$ cat src/core/arp_pkg.sv
// Constants and types shared by the result port and its self-checking bench
package arp_pkg;

   ////////////////////////////////////////////////////////////////////////////
   // Register bus
   localparam int unsigned ADDR_W       = 8;
   localparam int unsigned DATA_W       = 32;
   localparam logic [7:0]  REG_STATUS   = 8'h00;
   localparam logic [7:0]  REG_INT_STAT = 8'h04;
   localparam logic [7:0]  REG_INT_MASK = 8'h08;
   localparam logic [7:0]  REG_RESULT   = 8'h0C;

   ////////////////////////////////////////////////////////////////////////////
   // Interrupt status bit positions and reset values
   localparam int unsigned INT_W         = 3;
   localparam int unsigned INT_CONV_DONE = 0;
   localparam int unsigned INT_OVERRUN   = 1;
   localparam int unsigned INT_READ_DONE = 2;
   localparam logic [2:0]  INT_MASK_RST  = 3'h0;
   localparam logic [2:0]  INT_STAT_RST  = 3'h0;

   ////////////////////////////////////////////////////////////////////////////
   // Shared low data pins in serial mode
   localparam int unsigned PIN_W         = 8;
   localparam int unsigned PIN_DIV_LO    = 2;
   localparam int unsigned PIN_DIV_HI    = 3;
   localparam int unsigned PIN_CLK_SRC   = 4;
   localparam int unsigned PIN_SYNC_POL  = 5;
   localparam int unsigned PIN_CLK_INV   = 6;
   localparam int unsigned PIN_READ_MODE = 7;

   // Synchronised pin vector layout
   localparam int unsigned SYN_W        = 12;
   localparam int unsigned SYN_SCLK     = 8;
   localparam int unsigned SYN_RD_N     = 9;
   localparam int unsigned SYN_CS_N     = 10;
   localparam int unsigned SYN_PORT_SEL = 11;
   localparam logic [11:0] SYN_RST      = 12'h600;

   ////////////////////////////////////////////////////////////////////////////
   // Result framing
   localparam int unsigned RESULT_W   = 16;
   localparam int unsigned BIT_CNT_W  = 5;
   localparam logic [4:0]  FRAME_BITS = 5'h10;
   localparam logic [4:0]  LAST_BIT   = 5'h0F;

   ////////////////////////////////////////////////////////////////////////////
   // Timing
   localparam int unsigned CLK_PERIOD_NS = 10;
   localparam int unsigned SCLK_HALF_NS  = 20;
   localparam logic [4:0]  SCLK_HALF_CYC =
      5'((SCLK_HALF_NS + CLK_PERIOD_NS - 1) / CLK_PERIOD_NS);

   typedef enum logic [1:0] {
      ARP_IDLE,
      ARP_MSHIFT,
      ARP_SSHIFT
   } arp_phase_t;

endpackage : arp_pkg

$ cat src/core/arp_sync.sv
// Three-stage pin synchroniser with agreement filter
`timescale 1ns/1ns
module arp_sync #(
   parameter int unsigned       WIDTH = 1,
   parameter logic [WIDTH-1:0]  INIT  = '0
) (
   // Clock and reset
   input  wire logic             clk,
   input  wire logic             rst_b,
   // Raw pins and filtered levels
   input  wire logic [WIDTH-1:0] pinIn,
   output logic      [WIDTH-1:0] level
);

   typedef struct packed {
      logic [WIDTH-1:0] s1;
      logic [WIDTH-1:0] s2;
      logic [WIDTH-1:0] s3;
      logic [WIDTH-1:0] lvl;
   } arp_sync_t;

   arp_sync_t s;
   arp_sync_t next_s;

   ////////////////////////////////////////////////////////////////////////////
   // First stage feeds only the second
   always_comb begin
      next_s    = s;
      next_s.s1 = pinIn;
      next_s.s2 = s.s1;
      next_s.s3 = s.s2;
      for (int i = 0; i < int'(WIDTH); i++) begin
         if (s.s2[i] == s.s3[i]) begin
            next_s.lvl[i] = s.s3[i];
         end
      end
   end

   always_ff @(posedge clk) begin
      if (!rst_b) begin
         s <= {INIT, INIT, INIT, INIT};
      end else begin
         s <= next_s;
      end
   end

   assign level = s.lvl;

endmodule : arp_sync

$ cat src/core/arp_port.sv
// Converter result port: parallel low byte or serial master/slave port
`timescale 1ns/1ns
module arp_port (
   // Clock and reset
   input  wire logic                         clk,
   input  wire logic                         rst_b,
   // Register port
   input  wire logic [arp_pkg::ADDR_W-1:0]   regAddr,
   input  wire logic [arp_pkg::DATA_W-1:0]   regWdata,
   input  wire logic                         regWrite,
   input  wire logic                         regRead,
   output logic      [arp_pkg::DATA_W-1:0]   regRdata,
   output logic                              irq,
   // Converter core
   input  wire logic                         convBusy,
   input  wire logic                         resultValid,
   input  wire logic [arp_pkg::RESULT_W-1:0] resultData,
   // Select pins
   input  wire logic                         portTypeSelect,
   input  wire logic                         chipSelect_b,
   input  wire logic                         readEnable_b,
   // Shared low data pins
   input  wire logic [arp_pkg::PIN_W-1:0]    dataPinIn,
   output logic      [arp_pkg::PIN_W-1:0]    dataPinOut,
   output logic      [arp_pkg::PIN_W-1:0]    dataPinOe,
   // Serial port pins
   output logic                              serialResultOut,
   output logic                              serialResultOe,
   input  wire logic                         shiftClockIn,
   output logic                              shiftClockOut,
   output logic                              shiftClockOe,
   output logic                              frameSyncOut,
   output logic                              frameSyncOe,
   output logic                              readOverrunFlag,
   output logic                              readOverrunOe
);
   import arp_pkg::*;

   typedef struct packed {
      arp_phase_t               phase;
      logic [RESULT_W-1:0]      shiftReg;
      logic [RESULT_W-1:0]      heldResult;
      logic [BIT_CNT_W-1:0]     bitCnt;
      logic [4:0]               divCnt;
      logic                     sclkInt;
      logic                     busyPrev;
      logic                     csPrev;
      logic                     sclkPrev;
      logic [PIN_W-1:0]         dataOut;
      logic [PIN_W-1:0]         dataOe;
      logic                     serOut;
      logic                     serOe;
      logic                     sclkOut;
      logic                     sclkOe;
      logic                     syncOut;
      logic                     syncOe;
      logic                     overrun;
      logic                     overrunOe;
      logic [INT_W-1:0]         intStat;
      logic [INT_W-1:0]         intMask;
      logic                     irq;
      logic [DATA_W-1:0]        rdata;
   } arp_state_t;

   arp_state_t s;
   arp_state_t next_s;

   logic [SYN_W-1:0] pinLvl;
   logic             serialSel;
   logic             clkSrc;
   logic             syncPol;
   logic             clkInv;
   logic             readMode;
   logic [1:0]       divSel;
   logic             csLvl_b;
   logic             rdLvl_b;
   logic             sclkLvl;
   logic             masterMode;
   logic             slaveMode;
   logic             racMode;
   logic             updateEdge;
   logic [4:0]       halfLen;

   ////////////////////////////////////////////////////////////////////////////
   // Half period of the internal clock in system cycles
   function automatic logic [4:0] halfCycles(input logic [1:0] div, input logic rac);
      logic [4:0] h;
      h = SCLK_HALF_CYC;
      if (rac) begin
         h = 5'(SCLK_HALF_CYC << div);
      end
      return h;
   endfunction : halfCycles

   arp_sync #(
      .WIDTH (SYN_W),
      .INIT  (SYN_RST)
   ) u_pinSync (
      .clk   (clk),
      .rst_b (rst_b),
      .pinIn ({portTypeSelect, chipSelect_b, readEnable_b, shiftClockIn, dataPinIn}),
      .level (pinLvl)
   );

   ////////////////////////////////////////////////////////////////////////////
   // Mode decode from filtered pins
   // port type select
   assign serialSel  = pinLvl[SYN_PORT_SEL];
   assign clkSrc     = pinLvl[PIN_CLK_SRC];
   assign syncPol    = pinLvl[PIN_SYNC_POL];
   assign clkInv     = pinLvl[PIN_CLK_INV];
   assign readMode   = pinLvl[PIN_READ_MODE];
   assign divSel     = pinLvl[PIN_DIV_HI:PIN_DIV_LO];
   assign csLvl_b    = pinLvl[SYN_CS_N];
   assign rdLvl_b    = pinLvl[SYN_RD_N];
   assign sclkLvl    = pinLvl[SYN_SCLK];
   assign masterMode = serialSel && !clkSrc;
   assign slaveMode  = serialSel && clkSrc;
   assign racMode    = masterMode && !readMode;
   assign halfLen    = halfCycles(divSel, racMode);
   assign updateEdge = !csLvl_b && (clkInv ? (s.sclkPrev && !sclkLvl)
                                           : (!s.sclkPrev && sclkLvl));

   ////////////////////////////////////////////////////////////////////////////
   // Next state
   always_comb begin
      next_s           = s;
      next_s.busyPrev  = convBusy;
      next_s.csPrev    = csLvl_b;
      next_s.sclkPrev  = sclkLvl;
      next_s.overrun   = 1'b0;
      next_s.rdata     = '0;

      if (resultValid) begin
         next_s.heldResult             = resultData;
         next_s.intStat[INT_CONV_DONE] = 1'b1;
      end

      case (s.phase)
         ARP_IDLE: begin
            if (masterMode && readMode && convBusy && !s.busyPrev) begin
               next_s.phase    = ARP_MSHIFT;
               next_s.shiftReg = s.heldResult;
               next_s.bitCnt   = '0;
               next_s.divCnt   = halfLen - 5'h01;
               next_s.sclkInt  = 1'b0;
            end else if (racMode && resultValid) begin
               next_s.phase    = ARP_MSHIFT;
               next_s.shiftReg = resultData;
               next_s.bitCnt   = '0;
               next_s.divCnt   = halfLen - 5'h01;
               next_s.sclkInt  = 1'b0;
            end else if (slaveMode && s.csPrev && !csLvl_b) begin
               next_s.phase    = ARP_SSHIFT;
               next_s.shiftReg = s.heldResult;
               next_s.bitCnt   = '0;
            end
         end
         ARP_MSHIFT: begin
            if (!masterMode) begin
               next_s.phase = ARP_IDLE;
            end else if (s.divCnt != 5'h00) begin
               next_s.divCnt = s.divCnt - 5'h01;
            end else begin
               next_s.divCnt  = halfLen - 5'h01;
               next_s.sclkInt = !s.sclkInt;
               // Data moves on the internal falling edge, so it is steady
               // across the rising edge the host samples on
               if (s.sclkInt) begin
                  if (s.bitCnt == LAST_BIT) begin
                     next_s.phase                  = ARP_IDLE;
                     next_s.intStat[INT_READ_DONE] = 1'b1;
                  end else begin
                     next_s.bitCnt   = s.bitCnt + 5'h01;
                     next_s.shiftReg = {s.shiftReg[RESULT_W-2:0], 1'b0};
                  end
               end
            end
         end
         ARP_SSHIFT: begin
            if (resultValid && s.bitCnt < FRAME_BITS) begin
               next_s.phase                = ARP_IDLE;
               next_s.overrun              = 1'b1;
               next_s.intStat[INT_OVERRUN] = 1'b1;
            end else if (!slaveMode || csLvl_b) begin
               next_s.phase = ARP_IDLE;
            end else if (updateEdge) begin
               next_s.shiftReg = {s.shiftReg[RESULT_W-2:0], readMode};
               if (s.bitCnt < FRAME_BITS) begin
                  next_s.bitCnt = s.bitCnt + 5'h01;
               end
               if (s.bitCnt == LAST_BIT) begin
                  next_s.intStat[INT_READ_DONE] = 1'b1;
               end
            end
         end
         default: begin
            next_s.phase = ARP_IDLE;
         end
      endcase

      // Pin drivers except the low byte follow the next state so the outputs stay registered
      // parallel low byte
      next_s.dataOut = s.heldResult[PIN_W-1:0];
      next_s.dataOe  = (!serialSel && !csLvl_b && !rdLvl_b) ? 8'hFF : 8'h00;
      next_s.serOut  = (next_s.phase == ARP_IDLE) ? 1'b0 : next_s.shiftReg[RESULT_W-1];
      next_s.serOe   = serialSel && !csLvl_b && !rdLvl_b;
      next_s.sclkOe  = masterMode;
      next_s.sclkOut = (next_s.phase == ARP_MSHIFT ? next_s.sclkInt : 1'b0) ^ clkInv;
      next_s.syncOe  = masterMode;
      next_s.syncOut = (next_s.phase == ARP_MSHIFT) ^ syncPol;
      next_s.overrunOe = slaveMode;

      // Register writes; a new event wins over a clear in the same cycle unless its bit was already set
      if (regWrite) begin
         case (regAddr)
            REG_INT_STAT: next_s.intStat = next_s.intStat &
                                           ~(regWdata[INT_W-1:0] & ~(next_s.intStat ^ s.intStat));
            REG_INT_MASK: next_s.intMask = regWdata[INT_W-1:0];
            default:      next_s.intMask = next_s.intMask;
         endcase
      end
      if (regRead) begin
         case (regAddr)
            REG_STATUS:   next_s.rdata = {19'h00000, s.bitCnt, 1'b0, s.phase, rdLvl_b,
                                          csLvl_b, readMode, clkSrc, serialSel};
            REG_INT_STAT: next_s.rdata = {29'h00000000, s.intStat};
            REG_INT_MASK: next_s.rdata = {29'h00000000, s.intMask};
            REG_RESULT:   next_s.rdata = {16'h0000, s.heldResult};
            default:      next_s.rdata = 32'h00000000;
         endcase
      end
      next_s.irq = |(next_s.intStat & next_s.intMask);
   end

   always_ff @(posedge clk) begin
      if (!rst_b) begin
         s         <= '0;
         s.phase   <= ARP_IDLE;
         s.csPrev  <= 1'b1;
         s.intMask <= INT_MASK_RST;
         s.intStat <= INT_STAT_RST;
      end else begin
         s <= next_s;
      end
   end

   assign regRdata        = s.rdata;
   assign irq             = s.irq;
   assign dataPinOut      = s.dataOut;
   assign dataPinOe       = s.dataOe;
   assign serialResultOut = s.serOut;
   assign serialResultOe  = s.serOe;
   assign shiftClockOut   = s.sclkOut;
   assign shiftClockOe    = s.sclkOe;
   assign frameSyncOut    = s.syncOut;
   assign frameSyncOe     = s.syncOe;
   assign readOverrunFlag = s.overrun;
   assign readOverrunOe   = s.overrunOe;
endmodule : arp_port

$ cat config.mk
export PLATFORM = sky130hd
export DESIGN_NAME = arp_port
export DESIGN_NICKNAME = d
export VERILOG_FILES = /design/src/core/arp_pkg.sv /design/src/core/arp_sync.sv /design/src/core/arp_port.sv
export SDC_FILE = /design/constraint.sdc
export NUM_CORES = 1
export LEC_CHECK = 0
export BUFFER_PORTS_ARGS = -buffer_cell sky130_fd_sc_hd__buf_4
export CAP_MARGIN = 15
export CORE_MARGIN = 4
export CORE_UTILIZATION = 58
export CTS_CLUSTER_DIAMETER = 60
export DETAILED_ROUTE_END_ITERATION = 12
export PLACE_DENSITY = 0.85
export SLEW_MARGIN = 20
export SYNTH_ARGS = -nofsm -noshare
export SYNTH_HDL_FRONTEND = slang
export SYNTH_HIERARCHICAL = 1
export SYNTH_SLANG_ARGS = --single-unit
$ cat constraint.sdc
create_clock -name clk -period 5.5 [get_ports clk]
set_input_delay 0.825 -clock clk [delete_from_list [all_inputs] [get_ports clk]]
set_output_delay 0.825 -clock clk [all_outputs]
set_load 0.01 [all_outputs]
==> results of run 1 <==
[final cells by class]
type / instances / area, sq um / area share
inverter: 13 / 48.8 / 0.00764
tap: 129 / 161 / 0.0253
sequential: 127 / 2540 / 0.398
multi-input combinational: 363 / 2400 / 0.376
timing repair buffer: 84 / 631 / 0.0987
clock buffer: 20 / 445 / 0.0697
clock inverter: 12 / 159 / 0.0249
[through the flow]
step / hold slack [ns] / area (sq um)
after CTS: 0.404 / 6380
final: 0.404 / 6390
after detailed placement: 0.391 / 5770
after global placement: 0.391 / 5770
after global routing: 0.424 / 6390
after floorplan: 0.386 / 5560
[worst paths after layout]
path                         from                   end  slack (ns)
max                        s[109]         shiftClockOut        2.67
min          u_pinSync/next_s[33]  u_pinSync/next_s[21]        0.40
max reg2reg                s[109]         shiftClockOut        2.67
min reg2reg  u_pinSync/next_s[33]  u_pinSync/next_s[21]        0.40
[sequential cells by signal, indices dropped and copies added, names as in the netlist]
register	count
s	46
u_pinSync/next_s	20
regRdata	16
u_pinSync/level	10
u_pinSync/s	10
dataPinOut	8
next_s	8
dataPinOe	1
frameSyncOe	1
frameSyncOut	1
irq	1
readOverrunFlag	1
readOverrunOe	1
serialResultOe	1
serialResultOut	1
shiftClockOut	1
[power groups by stage]
| stage | sequential [mW] | clock, mW | combinational (mW) |
|---|---|---|---|
| after global placement | 0.972 | 0 | 0.0832 |
| final | 0.954 | 1.13 | 0.0873 |
| after floorplan | 0.968 | 0 | 0.0628 |
| after global routing | 0.955 | 1.19 | 0.0954 |
| after detailed placement | 0.973 | 0 | 0.0859 |
| after CTS | 0.954 | 1.13 | 0.0869 |
[cells in the final DEF (no fill, tap or decap), drive strengths merged, types with 3 or more instances in the layout]
cell type  instances
nor2              66
nor3               7
mux4               3
a22o              12
and2              42
nand2b            13
or4                4
a211oi            17
a21boi            10
clkbuf            20
mux2i             19
nand4b             3
nand2             18
clkinvlp           5
a32o               4
o21ai             22
a22oi             24
a31oi              3
dfxtp            127
clkinv             3
nand3              5
a21oi             15
and3               7
nor3b              3
conb              16
o31ai              3
buf               84
bufinv             3
inv               14
and3b              3
a32oi              3
ha                 9
o22ai              7
nand3b             4
[worst max-delay path, delay by kind of cell, from the launching register on]
family	cells	cell delay (ns)
AOI/OAI and AO/OA	3	0.90
adders and majority gates	1	0.70
and+or+nand+nor	1	0.42
DFF	1	0.39
buffers and inverters	2	0.34
[per-layer routing]
metal / part of all wire / global-route usage
met5: 0 / 0
met4: 0.037 / 0.110
met3: 0.089 / 0.0741
met2: 0.49 / 0.364
met1: 0.39 / 0.260
==> results.cfg, run 1 <==
[outcome]
outcome = finished, final reports clean

[floorplanning]
io_pins = 131
start_util = 0.596
dieArea_sq_um = 11100
dieWidth_um = 105
num_rows = 35
core_sq_um = 9240
die_h_um = 105

[drt]
wl_um = 12300
routedWlPerCell_um = 16.5
dr.pass1.iters = 6
drt_iter0_drc = 349
num_vias = 4259
viasPerCell = 5.69
remaining_drc_errors = 0
ant_nets = 0

[flow_run]
cap_violations = 0

[sta]
setup_viol = 0
layout_min_cycle_time_ns = 2.83
finalClockSkew_ns = 0.00884
post-route-worst-setup-slack_ns = 2.67
slew_viol_final = 0
slew_headroom = 0.459
setup_tns_ns = 0
tightestPinTransition_ns = 0.811
hold_viol = 0
fmax_ghz = 0.353
min_period_over_period = 0.514
rsz0062_at_grt = no

[pwr]
pwr-share-seq = 0.440
p_sw_mw = 0.472
fin_total_pwr_mw = 2.17
intPower_mw = 1.70
swShare = 0.217
pwr-share-clk = 0.520
p_per_area_nw_per_um2 = 340
combinationalPowerShare = 0.040
power_leakage_nw = 2.58
peakVddDrop_mv = 0.239

[clocking]
clkSinkCount = 127
cts_setup_buffers = 0
clock_path_buffers = 2
ctsHtreeMaxLevel = 4
clkTransAtPathRegs_ns = 0.06
cts_buffers = 17
clk_latency_ns = 0.52
cts_resized = 0
cts_hold_buf = 0
cts_root_buf = clkbuf_8
cts_tree = done

[synth]
yosys_warnings = 6
synthCells = 574
syn_area_per_cell_sq_um = 9.59
synth_area_sq_um = 5510

[setup_path]
crit_fanout = 21
slowest_delay_ns = 0.70
start_kind = register
arrival_ns = 3.27
crit_slowest_cell = ha_1
required_ns = 5.94
endpoint_kind = register
path_cells = inv_1 > ha_1 > inv_1 > o21bai_1 > a21oi_1 > or4_1 > a21oi_1
criticalPathCategory = register to register
worst_r2r_path_depth = 7

[global_route]
grt_usage = 0.222
grt_pass1_wl_um = 19600
grt_start_max_net_pins = 62
grt_antenna_before_repair = 0
grt_pass1_vias = 3999
grt_remaining_overflow = 0

[hold_path]
hold-path-cell-count = 1
min_path_type = register to register

[final_layout]
fin_util = 0.692
diodes = 0
nFillCells = 679
fin_cells = 748
final_net_count = 689
layout-drive-gt1-share = 0.212
synthToLayoutAreaGrowth_pct = 16.0

[place]
dp_hpwl_um = 8180
place_inst = 716
globalplace.congestion = 0.858
portBuffers = 83
dp_slack_ns = 2.26
Note: power is estimated with default switching activity, not from simulation.
==> run 2, diff against run 1 <==
--- a/config.mk
+++ b/config.mk
@@ -8,10 +8,10 @@
 export BUFFER_PORTS_ARGS = -buffer_cell sky130_fd_sc_hd__buf_4
 export CAP_MARGIN = 15
 export CORE_MARGIN = 4
-export CORE_UTILIZATION = 58
+export CORE_UTILIZATION = 49
 export CTS_CLUSTER_DIAMETER = 60
 export DETAILED_ROUTE_END_ITERATION = 12
-export PLACE_DENSITY = 0.85
+export PLACE_DENSITY = 0.76
 export SLEW_MARGIN = 20
 export SYNTH_ARGS = -nofsm -noshare
 export SYNTH_HDL_FRONTEND = slang
==> constraint.sdc (replaced) <==
create_clock -name clk -period 2.5 [get_ports clk]
set_input_delay 0.375 -clock clk [delete_from_list [all_inputs] [get_ports clk]]
set_output_delay 0.375 -clock clk [all_outputs]
set_load 0.01 [all_outputs]
==> results.cfg, run 2 (same netlist as run 1, synthesis figures left out) <==
[clocking]
cts_resized = 0
clock_path_buffers = 2
clk_latency_ns = 0.41
cts_root_buf = clkbuf_16
cts_tree = done
ctsHtreeMaxLevel = 4
cts_setup_buffers = 0
clkSinkCount = 127
cts_hold_buf = 0
clkTransAtPathRegs_ns = 0.06
cts_buffers = 17

[global_route]
grt_antenna_before_repair = 0
grt_pass1_vias = 4116
grt_pass1_wl_um = 20100
grt_start_max_net_pins = 38
grt_remaining_overflow = 0
grt_usage = 0.196

[drt]
drt_iter0_drc = 318
wl_um = 12500
ant_nets = 0
viasPerCell = 5.51
dr.pass1.iters = 5
routedWlPerCell_um = 16.2
remaining_drc_errors = 0
num_vias = 4248

[final_layout]
layout_common_cells = dfxtp_1, buf_4, nor2_1
layout-drive-gt1-share = 0.228
largest_reg_flops = 46
synthToLayoutAreaGrowth_pct = 19.4
fin_cells = 771
final_net_count = 701
final_common_cell = dfxtp_1
top_register = s
diodes = 0

[flow_run]
cap_violations = 0

[setup_path]
start_kind = register
endpoint_kind = register
criticalPathCategory = register to register
crit_fanout = 6
arrival_ns = 2.73
required_ns = 2.84

[floorplanning]
die_h_um = 114
core_sq_um = 10900
dieWidth_um = 114
dieArea_sq_um = 13000
num_rows = 38
io_pins = 131
start_util = 0.504

[pwr]
swShare = 0.206
pwr-share-seq = 0.417
combinationalPowerShare = 0.039
p_per_area_nw_per_um2 = 766
peakVddDrop_mv = 0.644
intPower_mw = 4.00
power_leakage_nw = 2.68
pwr-share-clk = 0.544
p_sw_mw = 1.04

[sta]
min_period_over_period = 0.956
rsz0062_at_grt = no
setup_tns_ns = 0
finalClockSkew_ns = 0.0134
tightestPinTransition_ns = 0.641
layout_min_cycle_time_ns = 2.39
slew_viol_final = 0
hold_viol = 0
slew_headroom = 0.568
fmax_ghz = 0.419
setup_viol = 0

[place]
portBuffers = 83
dp_hpwl_um = 8550
place_inst = 739
globalplace.congestion = 0.901

[outcome]
outcome = finished, final reports clean

[hold_path]
min_path_type = primary input to register
[run 2: final cells by class]
cell class,count,area [sq um]
Clock inverter,12,206
Multi-Input combinational cell,363,2400
Sequential cell,127,2540
Clock buffer,20,457
Fill cell,890,4360
Timing Repair Buffer,96,746
Tap cell,140,175
Inverter,13,48.8
[run 2: critical path: stages, from the launching register on]
cell	delay, ns
dfxtp_1	0.35
ha_1	0.23
and3_1	0.19
ha_1	0.24
a311o_1	0.33
a211oi_2	0.21
a31oi_2	0.10
or4_1	0.53
a21oi_1	0.16
[run 2: through the flow]
step | utilization | instance area (sq um) | total power, mW | worst slack (ns) | hold WS (ns)
6_report | 0.601 | 6570 | 5.03 | 0.111 | 0.147
5_1_grt | 0.601 | 6570 | 5.19 | 0.00616 | 0.138
4_1_cts | 0.600 | 6570 | 5.07 | 0.0635 | 0.132
3_5_place_dp | 0.540 | 5900 | 2.34 | 0.0690 | 0.394
3_3_place_gp | 0.540 | 5900 | 2.33 | 0.133 | 0.389
2_1_floorplan | - | 5560 | 2.27 | 0.261 | 0.386
[run 2: worst paths after layout]
kind	start	to	slack [ns]	cells after the start
hold reg to reg	u_pinSync/next_s[33]	u_pinSync/next_s[21]	0.41	1
hold / removal	readEnable_b	u_pinSync/next_s[33]	0.15	2
setup / recovery	s[72]	shiftClockOut	0.11	8
setup reg to reg	s[72]	shiftClockOut	0.11	8
[run 2: power groups by stage]
stage	sequential, mW	combinational, mW	clock [mW]
CTS	2.10	0.197	2.78
global route	2.10	0.217	2.87
detailed placement	2.14	0.195	0
finish	2.10	0.197	2.74
floorplan	2.13	0.138	0
global placement	2.14	0.190	0
[run 2: layer usage]
metal	share of wire	vias up	track usage
met5	0	-	0
met4	0.013	0	0.0641
met3	0.077	17	0.0541
met2	0.51	182	0.331
met1	0.40	2011	0.241
li1	-	2038	-
==> run 3, diff against run 2 <==
--- a/config.mk
+++ b/config.mk
@@ -8,12 +8,11 @@
 export BUFFER_PORTS_ARGS = -buffer_cell sky130_fd_sc_hd__buf_4
 export CAP_MARGIN = 15
 export CORE_MARGIN = 4
-export CORE_UTILIZATION = 49
+export CORE_UTILIZATION = 48
 export CTS_CLUSTER_DIAMETER = 60
 export DETAILED_ROUTE_END_ITERATION = 12
-export PLACE_DENSITY = 0.76
+export PLACE_DENSITY = 0.75
 export SLEW_MARGIN = 20
 export SYNTH_ARGS = -nofsm -noshare
 export SYNTH_HDL_FRONTEND = slang
-export SYNTH_HIERARCHICAL = 1
 export SYNTH_SLANG_ARGS = --single-unit
==> results.cfg, run 3 <==
[sta]
setup_tns_ns = 0
finalClockSkew_ns = 0.00681
tightestPinTransition_ns = 0.617
layout_min_cycle_time_ns = 2.40
slew_headroom = 0.587
rsz0062_at_grt = no
hold_viol = 0
slew_viol_final = 0
setup_viol = 0
min_period_over_period = 0.960
fmax_ghz = 0.417

[pwr]
power_leakage_nw = 2.95
peakVddDrop_mv = 0.673
pwr-share-clk = 0.526
p_per_area_nw_per_um2 = 718
combinationalPowerShare = 0.039
fin_total_pwr_mw = 4.83
p_sw_mw = 0.979
pwr-share-seq = 0.434
intPower_mw = 3.85
swShare = 0.203

[place]
portBuffers = 83
dp_hpwl_um = 8400
placed_area_sq_um = 6070
globalplace.congestion = 0.875
place_inst = 753

[clocking]
ctsHtreeMaxLevel = 4
cts_buffers = 17
cts_root_buf = clkbuf_16
clkTransAtPathRegs_ns = 0.05
clk_latency_ns = 0.42
cts_tree = done
clkSinkCount = 127
clock_path_buffers = 2

[global_route]
met3_usage = 0.0674
use_met1 = 0.219
grt_remaining_overflow = 0
use_met2 = 0.319
grt_pass1_vias = 3951
top_usage_layer = met2
grt_pass1_wl_um = 19400
grt_antenna_before_repair = 0
grt_start_max_net_pins = 47
grt_usage = 0.186

[floorplanning]
start_util = 0.490
dieWidth_um = 116
core_sq_um = 11400
num_rows = 39
dieArea_sq_um = 13400
die_h_um = 116
io_pins = 131

[setup_path]
rr_startpoint = s[73]
endpoint_kind = register
worstSetupStartpoint = s[73]
arrival_ns = 2.71
criticalPathCategory = register to register
crit_fanout = 11
required_ns = 2.81
start_kind = register

[final_layout]
layout-drive-gt1-share = 0.236
top_register = s
final_area_sq_um = 6730
final_common_cell = dfxtp_1
final_net_count = 714
layout_common_cells = dfxtp_1, buf_4, and2_1
fin_util = 0.592
nFillCells = 945
diodes = 0
fin_cells = 786
largest_reg_flops = 46
synthToLayoutAreaGrowth_pct = 20.9

[synth]
ys_seq_area_frac = 0.457
synth_area_sq_um = 5570
syn_area_per_cell_sq_um = 9.73
yosys_warnings = 0
synth_seq_cells = 127
synthTopCellsByCount = dfxtp_1, buf_4, and2_1
synth_ff_type = dfxtp_1
synth-async-reset-ratio = 0
synth_edf_count = 0
yosysTopAreaCellShare = 0.457
synth.distinct_cells = 63
synth.most_common_cell = dfxtp_1
synth_top_area_cell = dfxtp_1
synthCells = 572
synth_area_leaders = dfxtp_1, buf_4, and2_1

[drt]
wl_um = 12100
ant_nets = 0
num_vias = 4209
drt_iter0_drc = 250
routedWlPerCell_um = 15.3
viasPerCell = 5.35
remaining_drc_errors = 0
dr.pass1.iters = 5

[flow_run]
cap_violations = 0

[hold_path]
min_path_type = primary input to register
worstHoldStart = readEnable_b

[outcome]
outcome = finished, final reports clean
## run 3: logic make-up (layout without fill, tap and decap cells)
group                      count (synthesis)  in the layout  synth area share
other                                      1             16          0.000674
DFF                                      127            127             0.457
AOI/OAI and AO/OA                        123            123             0.167
adders and majority gates                  9              9            0.0202
and+or+nand+nor                          195            195             0.202
muxes                                     24             24            0.0499
buffers and inverters                     90            146            0.0989
xor gates and xnor gates                   3              3           0.00472
## run 3: path summary, 6_finish.rpt
check                           slack [ns]  depth (start not counted)                    to
worst max-delay path                   0.1                         10                s[104]
worst max register to register         0.1                         10                s[104]
worst min register to register        0.41                          1  u_pinSync.next_s[22]
worst min-delay path                  0.14                          2  u_pinSync.next_s[33]
## run 3: timing repair
action	4_1_cts	5_1_grt
hold buffers	0	0
gates resized for setup	0	4
setup buffers	0	1
endpoints found under the setup margin	0	19
## run 3: per-stage QoR
step,hold slack [ns],setup slack (ns)
after floorplan,0.386,0.267
final,0.144,0.0993
after global placement,0.397,0.0918
after CTS,0.130,0.00901
after detailed placement,0.398,0.0208
after global routing,0.144,0.000173
## run 3: layout make-up
| type | instances | area (sq um) | area share |
|---|---|---|---|
| clock buffers | 20 | 447 | 0.0663 |
| clock inverters | 11 | 164 | 0.0243 |
| inverters | 10 | 37.5 | 0.00558 |
| multi-input cells | 370 | 2540 | 0.377 |
| flip-flops and latches | 127 | 2540 | 0.378 |
| well taps | 143 | 179 | 0.0266 |
| repair buffers | 105 | 822 | 0.122 |
## run 3: power groups by stage
stage	logic, mW	clock network, mW	registers (mW)
floorplan	0.131	0	2.13
global placement	0.185	0	2.14
detailed placement	0.189	0	2.14
CTS	0.191	2.58	2.10
global route	0.210	2.69	2.10
finish	0.191	2.54	2.10
## run 3: critical path, stage by stage, from the launching register on
cell,delay (ns)
dfxtp_1,0.34
ha_1,0.22
and3_1,0.19
ha_2,0.20
nor2b_1,0.15
nand4_1,0.13
a221o_2,0.45
a21oi_4,0.20
buf_12,0.16
o211ai_1,0.11
o211a_1,0.14
## run 3: routing by layer
| metal | wire (um) | vias to the layer above |
|---|---|---|
| met1 | 5070 | 1992 |
| met3 | 712 | 21 |
| met5 | 0 | - |
| met4 | 208 | 0 |
| li1 | - | 2062 |
| met2 | 6070 | 134 |
